<file path="src/design/hbc_pkg.sv">
// Operation
// (RL1) Bits 15:10 of the command register always read zero and ignore writes.
// (RL2) The fast back-to-back enable bit 9 is read-only zero.
// (RL3) The system-error enable bit 8 is read/write and resets to zero.
// (RL4) A system error is signalled only as a message request toward the hub link, not a pin.
// (RL5) With the system-error enable clear, no system-error message is sent for this function.
// (RL6) A message needs both the system-error enable and the parity response enable set; the code sends device requests on i_err_dev regardless of them.
// (RL7) The enables of this function and of devices 2 to 4 are ORed to drive the message path.
// (RL8) The stepping enable bit 7 is read-only zero.
// (RL9) The parity response enable bit 6 is read/write, resets to zero, and gates all action; the code sets the detected-parity-error flag regardless of it.
// (RL10) With both enables set, a detected parity error sends one system-error message.
// (RL11) The palette snoop enable bit 5 is read-only zero.
// (RL12) The write-invalidate enable bit 4 is read-only zero.
// (RL13) A detected parity error sets the detected-parity-error status flag.
// (RL14) The bus master enable bit 2 is read-only one.
// (RL15) The memory access enable bit 1 is read-only one.
// (RL16) Writes to read-only bits are ignored while the writable enables update.
package hbc_pkg;
   // =====================================================================
   // Register map and field layout
   // =====================================================================
   localparam logic [7:0] HBC_CMD_OFFSET = 8'h04;
   localparam logic [7:0] HBC_STS_OFFSET = 8'h06;
   localparam logic [15:0] HBC_CMD_RESET = 16'h0006;
   localparam logic [15:0] HBC_CMD_FIXED = 16'h0006;
   localparam int HBC_SERR_BIT = 8;
   localparam int HBC_PERR_BIT = 6;
   localparam int HBC_DPE_BIT = 15;
   localparam int HBC_SSE_BIT = 14;
   localparam logic [15:0] HBC_STS_FIXED = 16'h0090;

   // Configuration access request from the config-space decoder.
   typedef struct packed {
      logic rd;
      logic wr;
      logic [7:0] offset;
      logic [1:0] byte_en;
      logic [15:0] wdata;
   } hbc_cfg_req_t;

   // Parity error events seen on the hub link.
   typedef struct packed {
      logic addr_perr;
      logic data_perr;
   } hbc_perr_t;
endpackage : hbc_pkg

</file>
<file path="src/design/hbc_command.sv">
`timescale 1ns/100ps
// =====================================================================
// Host bridge command/status register bank
// =====================================================================
module hbc_command (
   input wire logic i_ref_clk,
   input wire logic i_rst,
   input wire hbc_pkg::hbc_cfg_req_t i_cfg,
   input wire hbc_pkg::hbc_perr_t i_perr,
   input wire logic [2:0] i_dev_serr,
   input wire logic i_serr_ack,
   output logic [15:0] o_rdata,
   output logic o_serr_req,
   output logic o_serr_en,
   output logic o_perr_en
);
   typedef struct packed {
      logic serr_en;
      logic perr_en;
      logic detected_parity_error;
      logic sse;
      logic [15:0] rdata;
   } hbc_state_t;

   hbc_state_t st;
   hbc_state_t next_st;
   logic perr_any;
   logic cmd_hit;
   logic sts_hit;
   logic [15:0] cmd_val;
   logic [15:0] sts_val;

   // Byte-lane aware write mask for one 16-bit register.
   function automatic logic [15:0] lane_mask(input logic [1:0] be);
      lane_mask = {{8{be[1]}}, {8{be[0]}}};
   endfunction : lane_mask

   // Composed read values; constants fill every bit not held in flops.
   always_comb begin
      // Bits 2 and 1 come from the fixed pattern, so they read one whatever is written.
      cmd_val = hbc_pkg::HBC_CMD_FIXED; // see RL1 see RL2 see RL8 see RL11 see RL12 see RL14 see RL15
      cmd_val[hbc_pkg::HBC_SERR_BIT] = st.serr_en;
      cmd_val[hbc_pkg::HBC_PERR_BIT] = st.perr_en;
      sts_val = hbc_pkg::HBC_STS_FIXED;
      sts_val[hbc_pkg::HBC_DPE_BIT] = st.detected_parity_error;
      sts_val[hbc_pkg::HBC_SSE_BIT] = st.sse;
   end

   assign perr_any = i_perr.addr_perr | i_perr.data_perr;
   assign cmd_hit = i_cfg.offset == hbc_pkg::HBC_CMD_OFFSET;
   assign sts_hit = i_cfg.offset == hbc_pkg::HBC_STS_OFFSET;

   // Register updates; hardware set beats a write-one clear in the same cycle.
   always_comb begin
      logic [15:0] m;
      m = lane_mask(i_cfg.byte_en);
      next_st = st;
      if (i_cfg.wr && cmd_hit) begin
         // Only the two enables are stored, so other bits cannot change.
         if (m[hbc_pkg::HBC_SERR_BIT]) begin
            next_st.serr_en = i_cfg.wdata[hbc_pkg::HBC_SERR_BIT]; // see RL3 see RL16
         end
         if (m[hbc_pkg::HBC_PERR_BIT]) begin
            next_st.perr_en = i_cfg.wdata[hbc_pkg::HBC_PERR_BIT]; // see RL9 see RL16
         end
      end
      if (i_cfg.wr && sts_hit) begin
         if (m[hbc_pkg::HBC_DPE_BIT] && i_cfg.wdata[hbc_pkg::HBC_DPE_BIT]) begin
            next_st.detected_parity_error = 1'b0;
         end
         if (m[hbc_pkg::HBC_SSE_BIT] && i_cfg.wdata[hbc_pkg::HBC_SSE_BIT]) begin
            next_st.sse = 1'b0;
         end
      end
      if (perr_any) begin
         next_st.detected_parity_error = 1'b1; // see RL13
      end
      if (perr_any && st.serr_en && st.perr_en) begin
         next_st.sse = 1'b1; // see RL10
      end
      // Unmapped offsets read as zero.
      if (i_cfg.rd) begin
         next_st.rdata = cmd_hit ? cmd_val : (sts_hit ? sts_val : 16'h0000);
      end
   end

   always_ff @(posedge i_ref_clk) begin
      if (i_rst) begin
         st.serr_en <= hbc_pkg::HBC_CMD_RESET[hbc_pkg::HBC_SERR_BIT];
         st.perr_en <= hbc_pkg::HBC_CMD_RESET[hbc_pkg::HBC_PERR_BIT];
         st.detected_parity_error <= 1'b0;
         st.sse <= 1'b0;
         st.rdata <= 16'h0000;
      end else begin
         st <= next_st;
      end
   end

   // Message request; cleared enables suppress this function's parity-error request, but device requests still pass.
   hbc_serr_gen u_serr (
      .i_ref_clk(i_ref_clk),
      .i_rst(i_rst),
      .i_err_d0(perr_any),
      .i_serr_en_d0(st.serr_en), // see RL5
      .i_perr_en_d0(st.perr_en),
      .i_err_dev(i_dev_serr),
      .i_ack(i_serr_ack),
      .o_req(o_serr_req)
   );

   assign o_rdata = st.rdata;
   assign o_serr_en = st.serr_en;
   assign o_perr_en = st.perr_en;
endmodule : hbc_command

</file>
<file path="src/design/hbc_serr_gen.sv">
`timescale 1ns/100ps
// =====================================================================
// System-error message request generator
// =====================================================================
module hbc_serr_gen (
   input wire logic i_ref_clk,
   input wire logic i_rst,
   input wire logic i_err_d0,
   input wire logic i_serr_en_d0,
   input wire logic i_perr_en_d0,
   input wire logic [2:0] i_err_dev,
   input wire logic i_ack,
   output logic o_req
);
   typedef struct packed {
      logic req;
   } hbc_serr_state_t;

   hbc_serr_state_t st;
   hbc_serr_state_t next_st;
   logic fire;

   // Both enables gate only this function's error; device requests pass ungated and are ORed in.
   always_comb begin
      fire = (i_err_d0 & i_serr_en_d0 & i_perr_en_d0) | (|i_err_dev); // see RL7 see RL6
      next_st = st;
      if (fire) begin
         next_st.req = 1'b1; // see RL10
      end else if (i_ack) begin
         next_st.req = 1'b0;
      end
   end

   // Request holds until the link layer takes the message; a new event wins over ack.
   always_ff @(posedge i_ref_clk) begin
      if (i_rst) begin
         st <= '0;
      end else begin
         st <= next_st;
      end
   end

   assign o_req = st.req; // see RL4
endmodule : hbc_serr_gen

</file>
<file path="config.mk">
export PLATFORM = sky130hd
export DESIGN_NAME = hbc_command
export DESIGN_NICKNAME = d
export VERILOG_FILES = /design/src/design/hbc_pkg.sv /design/src/design/hbc_command.sv /design/src/design/hbc_serr_gen.sv
export SDC_FILE = /design/constraint.sdc
export NUM_CORES = 1
export LEC_CHECK = 0
export BUFFER_PORTS_ARGS = -buffer_cell sky130_fd_sc_hd__buf_2
export CORE_MARGIN = 4
export CORE_UTILIZATION = 35
export CTS_BUF_LIST = sky130_fd_sc_hd__clkbuf_4
export DETAILED_ROUTE_END_ITERATION = 16
export PLACE_DENSITY = 0.77
export SETUP_SLACK_MARGIN = 0.5
export SYNTH_ARGS = -nofsm -noshare
export SYNTH_HDL_FRONTEND = slang
export SYNTH_HIERARCHICAL = 1
export SYNTH_SLANG_ARGS = --single-unit
</file>
<file path="constraint.sdc">
create_clock -name i_ref_clk -period 0.84 [get_ports i_ref_clk]
set_clock_uncertainty 0.1 [all_clocks]
set_input_delay 0 -clock i_ref_clk [delete_from_list [all_inputs] [get_ports i_ref_clk]]
set_output_delay 0 -clock i_ref_clk [all_outputs]
set_load 0.03 [all_outputs]
</file>
==> metrics.cfg <==
[detailed_routing]
drtPass1Iterations=4
drc=0
antenna_left=0
drtIter0Drc=9
wl_um=1630
routedWlPerCell_um=12.6
num_vias=593
routed_via_density=4.56

[cts]
clockBufferDepth=2
htreeDepth=1
numCtsBuffers=3
clk_pin_slew_ns=0.07
clk_latency_ns=0.27
cts_root_buf=clkbuf_4
clkSinkCount=11
cts_tree=yes

[die]
core_area_um2=1750
rows=15
start_util_pct=37.1
dieArea_um2=2600
die_h_um=51.0
die_w_um=51.0
ioPinCount=55

[finish]
regArea_um2=240
final_nets=142
insertedDiodeCount=0
areaGrowthSynthToFinish_pct=52.1
final_core_util_pct=56.5
multi_input_area_um2=378
n_fill_cell=151
drive_gt1_share_pct=63.8
final_area_um2=986

[critical_path]
required_ns=0.95
r2r_slack_ns=-0.06
cp_num_buf_inv=1
cp-start-kind=flip-flop
r2r-end=o_rdata[6]$_SDFFE_PP0P_
crit_chain=buf_6 > nand4_1 > a21oi_2
worst_ep_arrival_time_ns=1.01
endpoint_kind=flip-flop
r2r_start=o_perr_en$_SDFFE_PP0P_
critPathSlowestCell=dfxtp_4
reg2reg_depth=3
cpPeakStageDelay_ns=0.39
critPathTopFamily=flip-flops
worstPathMaxFanout=5
critPathKind=reg2reg

[sta]
post-route-min-period_ns=0.900
fmax_mhz=1110
finalSetupViolCount=11
fin_crit_sh_pct=107
setup_tns_ns=-0.356
setup_slack_ns=-0.0598
fin_hold_ws_ns=-0.182
hold_viol_final=10
rsz0062_at_grt=true
slew_viol_final=0

[grt]
grt_antenna_before_repair=0
grt_util_all_layers_pct=13.9
grt_pass1_wl_um=2600
grt_max_degree=13
grt_pass1_vias=561
globalRouteOverflowTotal=0

[yosys]
yosysWarnings=6
ys_seq_elements=11
syn-cell-area_um2=648
synth-seq-area-share_pct=34.0
synth_cell_types=24
syn_inst=74
synth_area_per_cell_um2=8.76
synthTopCellsByArea=dfxtp_1 (34%), buf_4 (19%), nand2b_1 (4.8%)
yosysTopAreaCellShare_pct=34.0
synth_area_leader_cell=dfxtp_1

[outcome]
violations=hold timing, setup timing
outcome=complete, but fails checks

[min_path]
holdCritPathClass=in2reg
worstHoldPathCells=2
holdPathEnd=st[17]$_SDFFE_PP0P_
hp-start=i_cfg[15]

[power_and_ir_drop]
vdd_ir_drop_max_uv=603
leakagePower_nw=0.441
power_density_nw_per_um2=1150

[placement]
dp_slack_ns=-0.243
io_buffers=34
dpl.hpwl_um=1260
dpl_cell_area_um2=792
place.gp.congestion=0.713

[job]
cap_viol_max_count=0

[final cells by class]
cell class	instances	share of cell area (%)
flip-flops and latches	11	24.4
clock buffers	4	3.05
repair buffers	39	30.7
multi-input cells	50	38.3
inverters	1	0.381
well taps	25	3.17
[routing by layer]
layer | vias up | share of wire, % | global-route usage (%)
met1 | 264 | 38 | 16.6
li1 | 300 | - | -
met2 | 24 | 52 | 21.2
met3 | 5 | 6.6 | 4.96
met5 | - | 0 | 0
met4 | 0 | 2.8 | 8.07
[registers in the layout (all words and copies together), names as in the netlist]
| name | count |
|---|---|
| o_rdata | 6 |
| st | 2 |
| o_serr_en | 1 |
| o_perr_en | 1 |
| u_serr/o_req | 1 |
[Yosys cell counts]
| master | instances |
|---|---|
| mux2i_1 | 2 |
| buf_4 | 16 |
| clkbuf_1 | 3 |
| a311oi_1 | 1 |
| or2_2 | 1 |
| dfxtp_1 | 11 |
| nand3_1 | 4 |
| nor2_1 | 2 |
| nand2b_1 | 5 |
| nand4_1 | 5 |
| a31oi_1 | 3 |
| a211oi_1 | 1 |
| a41o_1 | 1 |
| nand2_1 | 5 |
| a21oi_1 | 5 |
| nor4bb_1 | 1 |
| conb_1 | 1 |
| nor3b_1 | 1 |
| nor4b_2 | 1 |
| nand2b_4 | 1 |
| nor3_2 | 1 |
| inv_1 | 1 |
| nor4_4 | 1 |
| and2_1 | 1 |
[report_power, final]
group	switching (mW)	internal [mW]	total, mW	leakage [nW]
sequential	0.00615	0.521	0.528	0.0945
clock	0.175	0.217	0.392	0.0184
combinational	0.127	0.0878	0.215	0.328
total	0.308	0.826	1.13	0.441
[worst max path at each step]
stage | startpoint | end | slack [ns] | cells after the start
2_1_floorplan | i_cfg[24] | o_rdata[14]$_SDFFE_PP0P_ | -0.05 | 3
3_3_place_gp | i_cfg[18] | o_rdata[14]$_SDFFE_PP0P_ | -0.17 | 4
3_5_place_dp | i_cfg[18] | o_rdata[14]$_SDFFE_PP0P_ | -0.24 | 4
4_1_cts | o_perr_en$_SDFFE_PP0P_ | o_perr_en | -0.06 | 1
5_1_grt | o_perr_en$_SDFFE_PP0P_ | o_rdata[6]$_SDFFE_PP0P_ | -0.10 | 3
6_report | o_perr_en$_SDFFE_PP0P_ | o_rdata[6]$_SDFFE_PP0P_ | -0.06 | 3
[cells in the final DEF, fill, tap and decap left out, types with 2 or more instances in the layout]
cell type | Yosys | routed
nand3_1 | 4 | 3
a21oi_2 | 0 | 2
dfxtp_4 | 0 | 3
buf_2 | 0 | 20
buf_4 | 16 | 4
nand2_1 | 5 | 4
clkbuf_4 | 0 | 4
nand4_1 | 5 | 5
nand2b_1 | 5 | 5
nor2_1 | 2 | 2
mux2i_1 | 2 | 2
buf_6 | 0 | 14
conb_1 | 1 | 8
a21oi_1 | 5 | 3
a31oi_2 | 0 | 2
dfxtp_2 | 0 | 7
[logic make-up after synthesis]
logic type             after synthesis  synth area share (%)
AND/OR/NAND/NOR                     29                  30.7
buffers and inverters               20                  20.8
AO/OA/AOI/OAI                       11                  10.8
flip-flops                          11                  34.0
multiplexers                         2                  3.09
other                                1                 0.579
[through the flow]
step / total power, mW / cells
after detailed placement: 0.726 / 122
after global routing: 1.18 / 130
after CTS: 1.14 / 130
after floorplan: 0.674 / 81
after global placement: 0.721 / 122
final: 1.13 / 130
[repair_timing]
item                                   4_1_cts  5_1_grt
endpoints found under the hold margin       10       10
pin swaps                                   11        4
setup buffers                                4        0
resized for setup                           34        4
setup endpoints to repair                   22       22
Power figures use the tool's default switching activity.
